--- src/rtl/core_state_defs.svh ---
// Summary of operation
// - Fetch counter is 16 bits and loads zero on reset.
// - With the alternate boot option set, the first enabled cycle after reset loads the alternate vector instead.
// - The main operand register feeds the ALU and takes arithmetic results.
// - Auxiliary register takes multiply/divide operands and results, else general purpose.
// - Status bit 7 follows the carry or borrow of arithmetic.
// - Status bit 6 follows the nibble carry or borrow of arithmetic.
// - Status bits 4-3 pick the working bank at RAM 00H, 08H, 10H or 18H.
// - Status bit 2 follows arithmetic overflow.
// - Status bit 0 is read-only even parity of the main operand register.
// - Stack top is 8 bits and resets to 07H.
// - Calls and interrupts pre-increment and push return low byte, then high byte.
// - Two 16-bit data pointers share addresses; only the selected one is reached.
// - Select bit 0 picks the data pointer, read/write, reset zero.
// - Select bit 4 steers table reads to program area (0) or option area (1).
// - Select bits 7-5 and 3-1 read zero and ignore writes.
`ifndef CORE_STATE_DEFS_SVH
`define CORE_STATE_DEFS_SVH
`define ADDR_MAIN_OPERAND 4'h0
`define ADDR_AUX_OPERAND 4'h1
`define ADDR_STATUS 4'h2
`define ADDR_STACK_TOP 4'h3
`define ADDR_PTR_LOW 4'h4
`define ADDR_PTR_HIGH 4'h5
`define ADDR_PTR_SELECT 4'h6
`define ADDR_FETCH_LOW 4'h7
`define ADDR_FETCH_HIGH 4'h8
`define STATUS_RESET 8'h00
`define STATUS_WR_MASK 8'hFE
`define SELECT_RESET 8'h00
`define SELECT_WR_MASK 8'h11
`define STACK_RESET 8'h07
`define FETCH_RESET 16'h0000
`define BIT_CARRY 7
`define BIT_HALF 6
`define BIT_BANK_HI 4
`define BIT_BANK_LO 3
`define BIT_EXCESS 2
`define BIT_CHOICE 0
`define BIT_INFO_SEL 4
`endif

--- src/rtl/core_state_pkg.sv ---
package core_state_pkg;
	// Arithmetic result with its flags, as the datapath delivers it
	typedef struct packed {
		logic we;
		logic [7:0] value;
		logic carry;
		logic half;
		logic excess;
	} alu_result_t;
	// Multiply/divide result pair
	typedef struct packed {
		logic we;
		logic [7:0] main_val;
		logic [7:0] aux_val;
	} muldiv_result_t;
	// Stack push port towards internal RAM
	typedef struct packed {
		logic we;
		logic [7:0] addr;
		logic [7:0] data;
	} ram_write_t;
	typedef enum logic [1:0] {push_idle, push_low, push_high} push_state_t;
endpackage

--- src/rtl/cpu_core_state_registers.sv ---
// The implementer's own choices: the register offsets and strobed register access.
`timescale 1ns/10ps
`default_nettype none
`include "core_state_defs.svh"
module cpu_core_state_registers #(
	parameter logic [15:0] ALT_VECTOR = 16'h0000
)(
	// Clock and reset
	input wire logic ref_clk,
	input wire logic resetn,
	input wire logic clk_en,
	// Boot option
	input wire logic alt_boot_en,
	// Register port
	input wire logic [3:0] reg_addr,
	input wire logic [7:0] reg_wdata,
	input wire logic reg_wr,
	input wire logic reg_rd,
	output logic [7:0] reg_rdata,
	// Datapath
	input wire core_state_pkg::alu_result_t alu_res,
	input wire core_state_pkg::muldiv_result_t md_res,
	input wire logic fetch_load,
	input wire logic [15:0] fetch_target,
	input wire logic fetch_step,
	input wire logic push_req,
	output logic push_busy,
	output core_state_pkg::ram_write_t ram_wr,
	// State views
	output logic [7:0] alu_main_operand,
	output logic [7:0] aux_operand,
	output logic [15:0] fetch_counter,
	output logic [7:0] cpu_status_word,
	output logic [1:0] bank_select,
	output logic [7:0] bank_base,
	output logic [7:0] stack_top,
	output logic [15:0] data_ptr_active,
	output logic info_area_read_sel
);
	import core_state_pkg::*;

	// ----------------------------------------
	// Reset release
	// ----------------------------------------
	logic rst_sync1_ff, rst_sync2_ff;
	always_ff @(posedge ref_clk or negedge resetn)
	begin
		if (!resetn)
		begin
			rst_sync1_ff <= 1'b0;
			rst_sync2_ff <= 1'b0;
		end
		else
		begin
			rst_sync1_ff <= 1'b1;
			rst_sync2_ff <= rst_sync1_ff;
		end
	end
	wire rst_n = rst_sync2_ff;

	// ----------------------------------------
	// State
	// ----------------------------------------
	logic [7:0] main_ff, aux_ff, flags_ff, sp_ff, select_ff, rd_ff;
	logic [15:0] pc_ff, ptr_first_ff, ptr_second_ff;
	logic boot_pending_ff;
	push_state_t push_ff;
	ram_write_t ram_ff;
	logic [15:0] ret_ff;
	wire wr_hit = reg_wr && clk_en;
	wire choice = select_ff[`BIT_CHOICE];

	// Main operand: datapath results win over software in the same cycle
	always_ff @(posedge ref_clk or negedge rst_n)
	begin
		if (!rst_n)
			main_ff <= 8'h00;
		else if (clk_en)
		begin
			if (md_res.we)
				main_ff <= md_res.main_val;
			else if (alu_res.we)
				main_ff <= alu_res.value;
			else if (reg_wr && reg_addr == `ADDR_MAIN_OPERAND)
				main_ff <= reg_wdata;
		end
	end

	// Auxiliary register: general purpose outside multiply/divide
	always_ff @(posedge ref_clk or negedge rst_n)
	begin
		if (!rst_n)
			aux_ff <= 8'h00;
		else if (clk_en)
		begin
			if (md_res.we)
				aux_ff <= md_res.aux_val;
			else if (reg_wr && reg_addr == `ADDR_AUX_OPERAND)
				aux_ff <= reg_wdata;
		end
	end

	// Status flags; bit 0 is never stored, parity is computed live
	always_ff @(posedge ref_clk or negedge rst_n)
	begin
		if (!rst_n)
			flags_ff <= `STATUS_RESET;
		else if (clk_en)
		begin
			if (reg_wr && reg_addr == `ADDR_STATUS)
				flags_ff <= reg_wdata & `STATUS_WR_MASK;
			if (alu_res.we)
			begin
				flags_ff[`BIT_CARRY] <= alu_res.carry;
				flags_ff[`BIT_HALF] <= alu_res.half;
				flags_ff[`BIT_EXCESS] <= alu_res.excess;
			end
		end
	end
	wire parity = ^main_ff;

	// Fetch counter; the boot vector is chosen in the first enabled cycle after reset
	always_ff @(posedge ref_clk or negedge rst_n)
	begin
		if (!rst_n)
		begin
			pc_ff <= `FETCH_RESET;
			boot_pending_ff <= 1'b1;
		end
		else if (clk_en)
		begin
			boot_pending_ff <= 1'b0;
			if (boot_pending_ff)
				pc_ff <= alt_boot_en ? ALT_VECTOR : `FETCH_RESET;
			else if (fetch_load)
				pc_ff <= fetch_target;
			else if (fetch_step)
				pc_ff <= pc_ff + 16'h0001;
		end
	end

	// Stack push sequencer: low byte then high byte, each after a pre-increment
	always_ff @(posedge ref_clk or negedge rst_n)
	begin
		if (!rst_n)
		begin
			push_ff <= push_idle;
			sp_ff <= `STACK_RESET;
			ram_ff <= '0;
			ret_ff <= 16'h0000;
		end
		else if (clk_en)
		begin
			ram_ff.we <= 1'b0;
			case (push_ff)
				push_idle:
				begin
					if (push_req)
					begin
						ret_ff <= pc_ff;
						push_ff <= push_low;
					end
					else if (reg_wr && reg_addr == `ADDR_STACK_TOP)
						sp_ff <= reg_wdata;
				end
				push_low:
				begin
					sp_ff <= sp_ff + 8'h01;
					ram_ff <= '{we: 1'b1, addr: sp_ff + 8'h01, data: ret_ff[7:0]};
					push_ff <= push_high;
				end
				push_high:
				begin
					sp_ff <= sp_ff + 8'h01;
					ram_ff <= '{we: 1'b1, addr: sp_ff + 8'h01, data: ret_ff[15:8]};
					push_ff <= push_idle;
				end
				default: push_ff <= push_idle;
			endcase
		end
	end

	// Data pointers: one address pair, steered by the choice bit
	always_ff @(posedge ref_clk or negedge rst_n)
	begin
		if (!rst_n)
		begin
			ptr_first_ff <= 16'h0000;
			ptr_second_ff <= 16'h0000;
		end
		else if (wr_hit)
		begin
			if (reg_addr == `ADDR_PTR_LOW && !choice)
				ptr_first_ff[7:0] <= reg_wdata;
			if (reg_addr == `ADDR_PTR_HIGH && !choice)
				ptr_first_ff[15:8] <= reg_wdata;
			if (reg_addr == `ADDR_PTR_LOW && choice)
				ptr_second_ff[7:0] <= reg_wdata;
			if (reg_addr == `ADDR_PTR_HIGH && choice)
				ptr_second_ff[15:8] <= reg_wdata;
		end
	end

	// Select register; only two bits exist, the rest read zero
	always_ff @(posedge ref_clk or negedge rst_n)
	begin
		if (!rst_n)
			select_ff <= `SELECT_RESET;
		else if (wr_hit && reg_addr == `ADDR_PTR_SELECT)
			select_ff <= reg_wdata & `SELECT_WR_MASK;
	end

	// Read data, one cycle after the strobe; unmapped reads return zero
	always_ff @(posedge ref_clk or negedge rst_n)
	begin
		if (!rst_n)
			rd_ff <= 8'h00;
		else if (clk_en)
		begin
			if (reg_rd)
			begin
				case (reg_addr)
					`ADDR_MAIN_OPERAND: rd_ff <= main_ff;
					`ADDR_AUX_OPERAND: rd_ff <= aux_ff;
					`ADDR_STATUS: rd_ff <= cpu_status_word;
					`ADDR_STACK_TOP: rd_ff <= sp_ff;
					`ADDR_PTR_LOW: rd_ff <= data_ptr_active[7:0];
					`ADDR_PTR_HIGH: rd_ff <= data_ptr_active[15:8];
					`ADDR_PTR_SELECT: rd_ff <= select_ff;
					`ADDR_FETCH_LOW: rd_ff <= pc_ff[7:0];
					`ADDR_FETCH_HIGH: rd_ff <= pc_ff[15:8];
					default: rd_ff <= 8'h00;
				endcase
			end
			else
				rd_ff <= 8'h00;
		end
	end

	// ----------------------------------------
	// Outputs
	// ----------------------------------------
	assign reg_rdata = rd_ff;
	assign alu_main_operand = main_ff;
	assign aux_operand = aux_ff;
	assign fetch_counter = pc_ff;
	assign cpu_status_word = {flags_ff[7:1], parity};
	assign bank_select = flags_ff[`BIT_BANK_HI:`BIT_BANK_LO];
	assign bank_base = {3'b000, bank_select, 3'b000};
	assign stack_top = sp_ff;
	assign data_ptr_active = choice ? ptr_second_ff : ptr_first_ff;
	assign info_area_read_sel = select_ff[`BIT_INFO_SEL];
	assign push_busy = (push_ff != push_idle);
	assign ram_wr = ram_ff;
endmodule
`default_nettype wire
--- config.mk ---
export PLATFORM = sky130hd
export DESIGN_NAME = cpu_core_state_registers
export DESIGN_NICKNAME = d
export VERILOG_FILES = /design/src/rtl/core_state_pkg.sv /design/src/rtl/cpu_core_state_registers.sv
export VERILOG_INCLUDE_DIRS = /design/src /design/src/rtl
export SDC_FILE = /design/constraint.sdc
export NUM_CORES = 1
export LEC_CHECK = 0
export BUFFER_PORTS_ARGS = -buffer_cell sky130_fd_sc_hd__buf_2
export CORE_MARGIN = 2
export CORE_UTILIZATION = 40
export DETAILED_ROUTE_END_ITERATION = 10
export HOLD_SLACK_MARGIN = 0.1
export PLACE_DENSITY_LB_ADDON = 0.15
export SLEW_MARGIN = 20
export SYNTH_ARGS = -nofsm -noshare
export SYNTH_HDL_FRONTEND = slang
export SYNTH_SLANG_ARGS = --single-unit
--- constraint.sdc ---
create_clock -name ref_clk -period 3.9 [get_ports ref_clk]
set_clock_uncertainty 0.1 [all_clocks]
set_input_delay 0.78 -clock ref_clk [delete_from_list [all_inputs] [get_ports ref_clk]]
set_output_delay 0.78 -clock ref_clk [all_outputs]
set_load 0.005 [all_outputs]
==> results of run 1 <==
## synthesized netlist by cell type, types with 2 or more instances
cell type | count | area [sq um]
a32oi_1 | 4 | 35.0
xor2_1 | 5 | 43.8
a221oi_2 | 2 | 30.0
ha_1 | 6 | 75.1
nand2_1 | 53 | 199
xnor2_1 | 9 | 78.8
nor4b_1 | 4 | 35.0
o22ai_1 | 6 | 37.5
o221ai_1 | 3 | 26.3
buf_4 | 12 | 90.1
nand2b_1 | 7 | 43.8
clkbuf_1 | 17 | 63.8
or3_1 | 2 | 12.5
nand4b_1 | 2 | 17.5
conb_1 | 2 | 7.51
a22oi_1 | 20 | 150
dfrtp_1 | 123 | 3080
o31ai_1 | 5 | 37.5
mux2_2 | 72 | 811
dfstp_2 | 4 | 105
a31oi_1 | 3 | 18.8
a211oi_1 | 9 | 67.6
a22o_1 | 7 | 61.3
o21ai_0 | 54 | 270
or2_2 | 4 | 25.0
a221oi_1 | 3 | 26.3
nor2b_1 | 4 | 25.0
buf_2 | 12 | 60.1
and3_1 | 5 | 31.3
a21oi_1 | 31 | 155
nor2_2 | 2 | 12.5
nor3_1 | 10 | 50.1
nor2_1 | 41 | 154
a21o_1 | 2 | 15.0
nand3_1 | 18 | 90.1
o2bb2ai_1 | 3 | 26.3
and2_1 | 2 | 12.5
mux2i_1 | 27 | 270
nor3_2 | 2 | 20.0
inv_1 | 15 | 56.3
nor4_1 | 4 | 25.0
buf_6 | 2 | 22.5
nand4_1 | 3 | 18.8
buf_1 | 6 | 22.5
## final cells by class
| class | instances | area share (%) |
|---|---|---|
| repair buffers | 165 | 10.4 |
| multi-input cells | 462 | 39.9 |
| inverters | 15 | 0.686 |
| diodes | 1 | 0.0305 |
| clock buffers | 18 | 5.35 |
| well taps | 220 | 3.35 |
| flip-flops and latches | 127 | 38.8 |
| clock inverters | 14 | 1.43 |
## worst max-delay path: stages (launching register included)
cell	delay, ps
dfrtp_1	970
mux2_2	490
buf_2	150
## cell families (layout without fill, tap and decap cells)
kind of cell / after synthesis / after routing / synth area share [%]
xor+xnor: 14 / 14 / 1.81
buf+inv: 65 / 212 / 4.74
flops: 127 / 127 / 47.1
fa+ha+maj: 6 / 6 / 1.11
compound gates: 161 / 161 / 15.5
mux: 100 / 100 / 16.3
simple gates: 174 / 174 / 13.3
other cells: 2 / 8 / 0.111
## layout by cell type (no fill, tap or decap), types with 6 or more instances in the layout
cell,synthesis,final
conb_1,2,7
inv_1,15,15
a21oi_1,31,31
a211oi_1,9,9
o21ai_0,54,54
buf_2,12,159
nand2b_1,7,7
a22oi_1,20,20
dfrtp_1,123,122
nor2_1,41,41
nor3_1,10,10
a22o_1,7,7
clkbuf_16,0,17
o22ai_1,6,6
ha_1,6,6
nand3_1,18,18
clkinvlp_4,0,6
mux2i_1,27,27
nand2_1,53,53
xnor2_1,9,9
mux2_2,72,72
## power by group through the flow
stage	clock network (mW)	logic (mW)	registers, mW
CTS	1.53	1.38	2.01
floorplan	0	0.928	1.90
finish	1.50	1.36	2.02
global route	1.60	1.51	2.06
global placement	0	1.33	2.02
detailed placement	0	1.37	2.04
## stage by stage
step	instances	total power, mW	hold slack (ps)
5_1_grt	1021	5.17	254
3_3_place_gp	988	3.35	233
3_5_place_dp	988	3.40	236
4_1_cts	1021	4.92	248
6_report	1022	4.88	246
2_1_floorplan	654	2.83	231
## registers in the layout, summed over array words and instances, names as in the netlist, 8 cells and up
signal            flops
ram_wr               17
fetch_counter        16
ptr_first_ff         16
ptr_second_ff        16
ret_ff               16
alu_main_operand      8
aux_operand           8
reg_rdata             8
stack_top             8
## worst max-delay path by stage
stage,from,endpoint
floorplan,rst_n,alu_main_operand[0]
global placement,reg_addr[2],ptr_first_ff[10]
detailed placement,reg_addr[1],aux_operand[0]
CTS,select_ff[0],data_ptr_active[1]
global route,select_ff[0],data_ptr_active[1]
finish,select_ff[0],data_ptr_active[1]
## metal layers
layer / vias up / global-route usage [%] / share of wire, %
met5: - / 0 / 0
met4: 0 / 6.78 / 1.4
met3: 19 / 6.20 / 6.4
met2: 216 / 37.4 / 47
met1: 2822 / 32.7 / 45
li1: 2630 / - / -
## timing repair
action	CTS	global route
buffers inserted	0	0
hold buffers	1	0
endpoints found under the hold margin	2	0
==> impl_metrics.xml, run 1 <==
<?xml version="1.0" encoding="UTF-8"?>
<metrics>
  <group name="sta">
    <metric name="part_of_the_cycle_the_worst_path_needs" unit="%">74.3</metric>
    <metric name="finalMaxSlewViolations" unit="">0</metric>
    <metric name="post-route-min-period" unit="ps">2900</metric>
    <metric name="clock.fmax" unit="GHz">0.345</metric>
    <metric name="worst_max_slew_pin_slew" unit="ps">1010</metric>
    <metric name="grt_setup_unrepaired" unit="">false</metric>
    <metric name="hold_viol_final" unit="">0</metric>
    <metric name="layout_setup_ws" unit="ps">1000</metric>
    <metric name="tns" unit="ps">0</metric>
    <metric name="max_slew_margin" unit="%">31.6</metric>
    <metric name="setup_viol_count_final" unit="">0</metric>
  </group>
  <group name="clocking">
    <metric name="number_of_sinks_handled_by_clock_tree_synthesis" unit="">127</metric>
    <metric name="htreeDepth" unit="">4</metric>
    <metric name="tritoncts" unit="">built</metric>
    <metric name="clkTransAtPathRegs" unit="ps">50</metric>
    <metric name="cts_resized" unit="">0</metric>
    <metric name="clock_latency" unit="ps">420</metric>
    <metric name="clk_root_buffer_cell" unit="">clkbuf_16</metric>
    <metric name="cts_buffer_depth" unit="">2</metric>
    <metric name="inserted_clock_buffers" unit="">17</metric>
  </group>
  <group name="power_and_ir_drop">
    <metric name="cell_internal_pwr" unit="mW">3.19</metric>
    <metric name="netSwitchingPower" unit="mW">1.69</metric>
    <metric name="combPwrFrac" unit="%">28.0</metric>
    <metric name="switching_share" unit="%">34.6</metric>
    <metric name="power.share.sequential" unit="%">41.3</metric>
    <metric name="cellLeakagePower" unit="nW">3.82</metric>
    <metric name="ir_drop" unit="mV">0.285</metric>
    <metric name="power_per_cell_area" unit="mW/mm^2">594</metric>
    <metric name="clockPowerShare" unit="%">30.7</metric>
  </group>
  <group name="setup_path">
    <metric name="crit_path_end_kind" unit="">output port</metric>
    <metric name="critical_path_peak_fanout" unit="">21</metric>
    <metric name="regToRegEndpoint" unit="">reg_rdata[0]</metric>
    <metric name="reg2reg_setup_slack" unit="ps">1440</metric>
    <metric name="r2r.worst_path.cells" unit="">5</metric>
    <metric name="beginning_of_the_worst_register_to_register_path" unit="">select_ff[0]</metric>
    <metric name="critPathKind" unit="">reg2out</metric>
    <metric name="setup.worst_path.start_class" unit="">register</metric>
    <metric name="cp_arrival" unit="ps">2020</metric>
    <metric name="worst-endpoint-required" unit="ps">3020</metric>
  </group>
  <group name="floorplan">
    <metric name="design.die.area" unit="sq mm">0.0180</metric>
    <metric name="die-width" unit="um">134</metric>
    <metric name="fp-row-count" unit="">47</metric>
    <metric name="floorplan.initialDensity" unit="%">40.8</metric>
    <metric name="core_area" unit="sq mm">0.0166</metric>
    <metric name="die_y" unit="um">134</metric>
    <metric name="ios" unit="">167</metric>
  </group>
  <group name="yosys">
    <metric name="netlist_area" unit="sq mm">0.00676</metric>
    <metric name="post_synth.cell_area_avg" unit="sq um">10.4</metric>
    <metric name="synthFlopType" unit="">dfrtp_1</metric>
    <metric name="async_reset_ff_share" unit="%">100</metric>
    <metric name="netlist_instances" unit="">649</metric>
    <metric name="synth-edff-count" unit="">0</metric>
    <metric name="synth_unique_cells" unit="">66</metric>
    <metric name="ys_seq_area_share" unit="%">47.1</metric>
    <metric name="yosys_warnings" unit="">0</metric>
    <metric name="ys_seq_elements" unit="">127</metric>
  </group>
  <group name="min_path">
    <metric name="holdPathEnd" unit="">rst_n</metric>
    <metric name="hold_class" unit="">reg2reg</metric>
    <metric name="min_from" unit="">rst_sync1_ff</metric>
    <metric name="hold-path-cell-count" unit="">0</metric>
  </group>
  <group name="route">
    <metric name="routedWlPerCell" unit="um">20.6</metric>
    <metric name="route.final.wire_length" unit="mm">21.0</metric>
    <metric name="first_pass_iters" unit="">7</metric>
    <metric name="initialDrtViolationCount" unit="">499</metric>
    <metric name="drc" unit="">0</metric>
    <metric name="route.antenna.remaining_nets" unit="">0</metric>
    <metric name="total_via_count_after_detailed_routing" unit="">5687</metric>
    <metric name="post_dr_vias_cell" unit="">5.56</metric>
  </group>
  <group name="global_route">
    <metric name="via_count_of_the_first_global_routing_pass" unit="">5573</metric>
    <metric name="congestion_overflow_gr" unit="">0</metric>
    <metric name="grt_first_pass_wirelength" unit="mm">32.5</metric>
    <metric name="number_of_antenna_violations_at_the_first_check_in_global_routing" unit="">0</metric>
    <metric name="grt_util_all_layers" unit="%">23.8</metric>
    <metric name="grt_max_degree" unit="">65</metric>
  </group>
  <group name="cells_and_area">
    <metric name="seqCellArea" unit="sq mm">0.00319</metric>
    <metric name="synthToLayoutAreaGrowth" unit="%">21.4</metric>
    <metric name="final_cell_area" unit="sq mm">0.00821</metric>
    <metric name="design.final.nets" unit="">860</metric>
    <metric name="final_util" unit="%">49.5</metric>
    <metric name="multi_input_area" unit="sq mm">0.00328</metric>
    <metric name="fillerInstances" unit="">1607</metric>
    <metric name="drive_above_1_share" unit="%">36.3</metric>
  </group>
  <group name="placement">
    <metric name="total_placed_instance_area" unit="sq mm">0.00764</metric>
    <metric name="detailedPlace.worstSlack" unit="ps">911</metric>
    <metric name="place_congestion" unit="">0.914</metric>
    <metric name="numPortBuffers" unit="">159</metric>
    <metric name="dpl.hpwl" unit="mm">15.3</metric>
  </group>
  <group name="run_status">
    <metric name="outcome" unit="">completed</metric>
  </group>
  <group name="job">
    <metric name="maxCapViolCount" unit="">0</metric>
  </group>
</metrics>
No activity file was read; power rests on OpenSTA's default activity.
==> run 2, diff against run 1 <==
--- a/config.mk
+++ b/config.mk
@@ -6,6 +6,7 @@
 export SDC_FILE = /design/constraint.sdc
 export NUM_CORES = 1
 export LEC_CHECK = 0
+export ABC_AREA = 1
 export BUFFER_PORTS_ARGS = -buffer_cell sky130_fd_sc_hd__buf_2
 export CORE_MARGIN = 2
 export CORE_UTILIZATION = 40
==> constraint.sdc (replaced) <==
create_clock -name ref_clk -period 2.7 [get_ports ref_clk]
set_clock_uncertainty 0.1 [all_clocks]
set_input_delay 0.54 -clock ref_clk [delete_from_list [all_inputs] [get_ports ref_clk]]
set_output_delay 0.54 -clock ref_clk [all_outputs]
set_load 0.005 [all_outputs]
==> run 2 against run 1 <==
Net effect: non-clock buffer count rose by 8; hold slack got worse by 1.3 ps; critical path depth rose by 3; worst setup slack got worse by 620 ps; synthesized area rose by 2.0%; sequential cell count did not move; first-iteration DRC count fell by 11%; count of clock-buffer cells in the layout fell by 1; sequential share of layout area fell by 1.3 points.
==> impl_metrics.xml, run 2 <==
<?xml version="1.0" encoding="UTF-8"?>
<metrics>
  <group name="sta">
    <metric name="post-route-min-period" unit="ps">2320</metric>
    <metric name="holdWs" unit="ps">245</metric>
    <metric name="finalMaxSlewViolations" unit="">0</metric>
    <metric name="layout_setup_ws" unit="ps">382</metric>
    <metric name="hold_viol_final" unit="">0</metric>
    <metric name="tns" unit="ps">0</metric>
    <metric name="clock.fmax" unit="GHz">0.431</metric>
    <metric name="part_of_the_cycle_the_worst_path_needs" unit="%">85.8</metric>
    <metric name="worst_max_slew_pin_slew" unit="ps">689</metric>
    <metric name="max_slew_margin" unit="%">54.0</metric>
    <metric name="setup_viol_count_final" unit="">0</metric>
    <metric name="grt_setup_unrepaired" unit="">false</metric>
  </group>
  <group name="yosys">
    <metric name="async_reset_ff_share" unit="%">100</metric>
    <metric name="library_cell_with_the_largest_summed_area_after_synthesis" unit="">dfrtp_1</metric>
    <metric name="synthFlopType" unit="">dfrtp_1</metric>
    <metric name="synth_top_area_share" unit="%">44.6</metric>
    <metric name="yosys_warnings" unit="">0</metric>
    <metric name="yosys-top-cells-area" unit="">dfrtp_1 (45%), nand2_1 (17%), o21ai_0 (8.6%)</metric>
    <metric name="yosys.area_share.xor_xnor" unit="%">1.14</metric>
    <metric name="synthMostInstantiatedCell" unit="">nand2_1</metric>
    <metric name="netlist_instances" unit="">933</metric>
    <metric name="post_synth.cell_area_avg" unit="sq um">7.39</metric>
    <metric name="netlist_top_cells_count" unit="">nand2_1 (321), dfrtp_1 (123), o21ai_0 (119)</metric>
    <metric name="synthAdderAreaFrac" unit="%">1.09</metric>
    <metric name="synth-edff-count" unit="">0</metric>
    <metric name="netlist_area" unit="sq mm">0.00690</metric>
    <metric name="ys_seq_area_share" unit="%">46.1</metric>
    <metric name="synth_compound_area_share" unit="%">14.5</metric>
    <metric name="synthMuxAreaShare" unit="%">0.635</metric>
    <metric name="synth_top_family_by_area" unit="">simple AND/OR/NAND/NOR gates</metric>
    <metric name="synth-simple-area-share" unit="%">28.3</metric>
    <metric name="ys_seq_elements" unit="">127</metric>
    <metric name="synth_unique_cells" unit="">41</metric>
  </group>
  <group name="route">
    <metric name="first_pass_iters" unit="">5</metric>
    <metric name="drc" unit="">0</metric>
    <metric name="post_dr_vias_cell" unit="">5.01</metric>
    <metric name="routedWlPerCell" unit="um">16.3</metric>
    <metric name="route.final.wire_length" unit="mm">21.7</metric>
    <metric name="route.antenna.remaining_nets" unit="">0</metric>
    <metric name="total_via_count_after_detailed_routing" unit="">6652</metric>
    <metric name="initialDrtViolationCount" unit="">442</metric>
  </group>
  <group name="cells_and_area">
    <metric name="mostFrequentLayoutCells" unit="">nand2_1 (321), buf_2 (159), dfrtp_1 (122), o21ai_0 (119), nor2_1 (84)</metric>
    <metric name="layout_commonest_cell" unit="">nand2_1</metric>
    <metric name="diodes" unit="">0</metric>
    <metric name="largest_register_ff_count" unit="">17</metric>
    <metric name="final_cell_area" unit="sq mm">0.00851</metric>
    <metric name="design.final.nets" unit="">1163</metric>
    <metric name="stdcell_count" unit="">1329</metric>
    <metric name="fillerInstances" unit="">1781</metric>
    <metric name="synthToLayoutAreaGrowth" unit="%">23.3</metric>
    <metric name="drive_above_1_share" unit="%">22.5</metric>
    <metric name="final_util" unit="%">49.9</metric>
  </group>
  <group name="setup_path">
    <metric name="critPathKind" unit="">reg2out</metric>
    <metric name="startpoint" unit="">select_ff[0]</metric>
    <metric name="critical_path_peak_fanout" unit="">20</metric>
    <metric name="setup.worst_path.start_class" unit="">register</metric>
    <metric name="crit_chain" unit="">buf_4, or2_2, o21ai_0, inv_1, buf_2</metric>
    <metric name="cp_slowest_cell" unit="">dfrtp_1</metric>
    <metric name="beginning_of_the_worst_register_to_register_path" unit="">push_ff[0]</metric>
    <metric name="cp_arrival" unit="ps">1680</metric>
    <metric name="reg2reg_setup_slack" unit="ps">700</metric>
    <metric name="worst_path_largest_cell_delay" unit="ps">380</metric>
    <metric name="r2r.worst_path.cells" unit="">6</metric>
    <metric name="path_depth" unit="">5</metric>
    <metric name="worstPathBufferInverterCount" unit="">3</metric>
    <metric name="worst-endpoint-required" unit="ps">2060</metric>
    <metric name="regToRegEndpoint" unit="">ram_wr[14]</metric>
    <metric name="worst_path_dominant_cell_family" unit="">buffers and inverters</metric>
    <metric name="crit_path_end_kind" unit="">output port</metric>
    <metric name="crit_end" unit="">data_ptr_active[10]</metric>
  </group>
  <group name="clocking">
    <metric name="cts_resized" unit="">0</metric>
    <metric name="htreeDepth" unit="">4</metric>
    <metric name="tritoncts" unit="">built</metric>
    <metric name="inserted_clock_buffers" unit="">17</metric>
    <metric name="number_of_sinks_handled_by_clock_tree_synthesis" unit="">127</metric>
    <metric name="clkTransAtPathRegs" unit="ps">60</metric>
    <metric name="post_cts_buffers" unit="">0</metric>
    <metric name="clock_latency" unit="ps">420</metric>
    <metric name="cts_buffer_depth" unit="">2</metric>
    <metric name="clk_root_buffer_cell" unit="">clkbuf_16</metric>
  </group>
  <group name="global_route">
    <metric name="grt.met1_usage" unit="%">35.2</metric>
    <metric name="grt_util_all_layers" unit="%">24.5</metric>
    <metric name="grt_max_degree" unit="">48</metric>
    <metric name="number_of_antenna_violations_at_the_first_check_in_global_routing" unit="">0</metric>
    <metric name="global_route.usage.met2" unit="%">37.2</metric>
    <metric name="congestion_overflow_gr" unit="">0</metric>
    <metric name="met3_grt_util" unit="%">5.46</metric>
    <metric name="via_count_of_the_first_global_routing_pass" unit="">6176</metric>
    <metric name="busiest_metal_layer_after_global_routing" unit="">met2</metric>
    <metric name="grt_first_pass_wirelength" unit="mm">33.8</metric>
  </group>
  <group name="placement">
    <metric name="dp.cells" unit="">1296</metric>
    <metric name="place_congestion" unit="">0.910</metric>
    <metric name="detailedPlace.worstSlack" unit="ps">587</metric>
    <metric name="numPortBuffers" unit="">159</metric>
    <metric name="total_placed_instance_area" unit="sq mm">0.00789</metric>
    <metric name="dpl.hpwl" unit="mm">16.3</metric>
  </group>
  <group name="floorplan">
    <metric name="design.die.area" unit="sq mm">0.0183</metric>
    <metric name="core_area" unit="sq mm">0.0171</metric>
    <metric name="die_y" unit="um">135</metric>
    <metric name="ios" unit="">167</metric>
    <metric name="floorplan.initialDensity" unit="%">40.4</metric>
    <metric name="die-width" unit="um">135</metric>
    <metric name="fp-row-count" unit="">48</metric>
  </group>
  <group name="power_and_ir_drop">
    <metric name="cellLeakagePower" unit="nW">4.48</metric>
    <metric name="ir_drop" unit="mV">0.507</metric>
    <metric name="total_power" unit="mW">7.33</metric>
    <metric name="power_per_cell_area" unit="mW/mm^2">862</metric>
  </group>
  <group name="run_status">
    <metric name="outcome" unit="">completed</metric>
  </group>
  <group name="min_path">
    <metric name="hold_class" unit="">in2reg</metric>
    <metric name="hold-path-cell-count" unit="">2</metric>
  </group>
  <group name="job">
    <metric name="maxCapViolCount" unit="">0</metric>
  </group>
</metrics>
## run 2: worst min-delay path by stage
stage,from,endpoint,slack [ps]
6_report,clk_en,boot_pending_ff,240
5_1_grt,clk_en,boot_pending_ff,240
4_1_cts,clk_en,boot_pending_ff,230
3_5_place_dp,resetn,rst_sync1_ff,230
3_3_place_gp,resetn,rst_sync1_ff,230
2_1_floorplan,resetn,rst_n,140
## run 2: what timing repair did
action / CTS / global route
hold buffers: 1 / 0
endpoints found under the hold margin: 2 / 0
setup endpoints to repair: 0 / 0
## run 2: area by class of cell
type | count | area, sq um | share of cell area (%)
sequential | 127 | 3190 | 37.5
multi-input combinational | 686 | 3170 | 37.3
timing repair buffer | 173 | 928 | 10.9
inverter | 86 | 325 | 3.82
clock buffer | 17 | 425 | 5.00
tap | 225 | 282 | 3.31
clock inverter | 15 | 185 | 2.18
## run 2: routing by layer
| metal | part of all wire (%) | vias up | wire (um) |
|---|---|---|---|
| li1 | - | 3294 | - |
| met4 | 1.5 | 0 | 317 |
| met1 | 46 | 3106 | 10100 |
| met5 | 0 | - | 0 |
| met3 | 7.2 | 23 | 1560 |
| met2 | 45 | 229 | 9780 |
## run 2: where the power goes
| part | switching [mW] | total (mW) | internal [mW] |
|---|---|---|---|
| Clock | 0.933 | 2.40 | 1.46 |
| Sequential | 0.427 | 2.82 | 2.40 |
| Combinational | 1.28 | 2.11 | 0.830 |
## run 2: cell families after synthesis
logic type	after synthesis
AO/OA/AOI/OAI	180
XOR/XNOR	9
adder cells (fa/ha/maj)	6
buffers and inverters	125
flip-flops	127
multiplexers	4
other	2
AND/OR/NAND/NOR	480
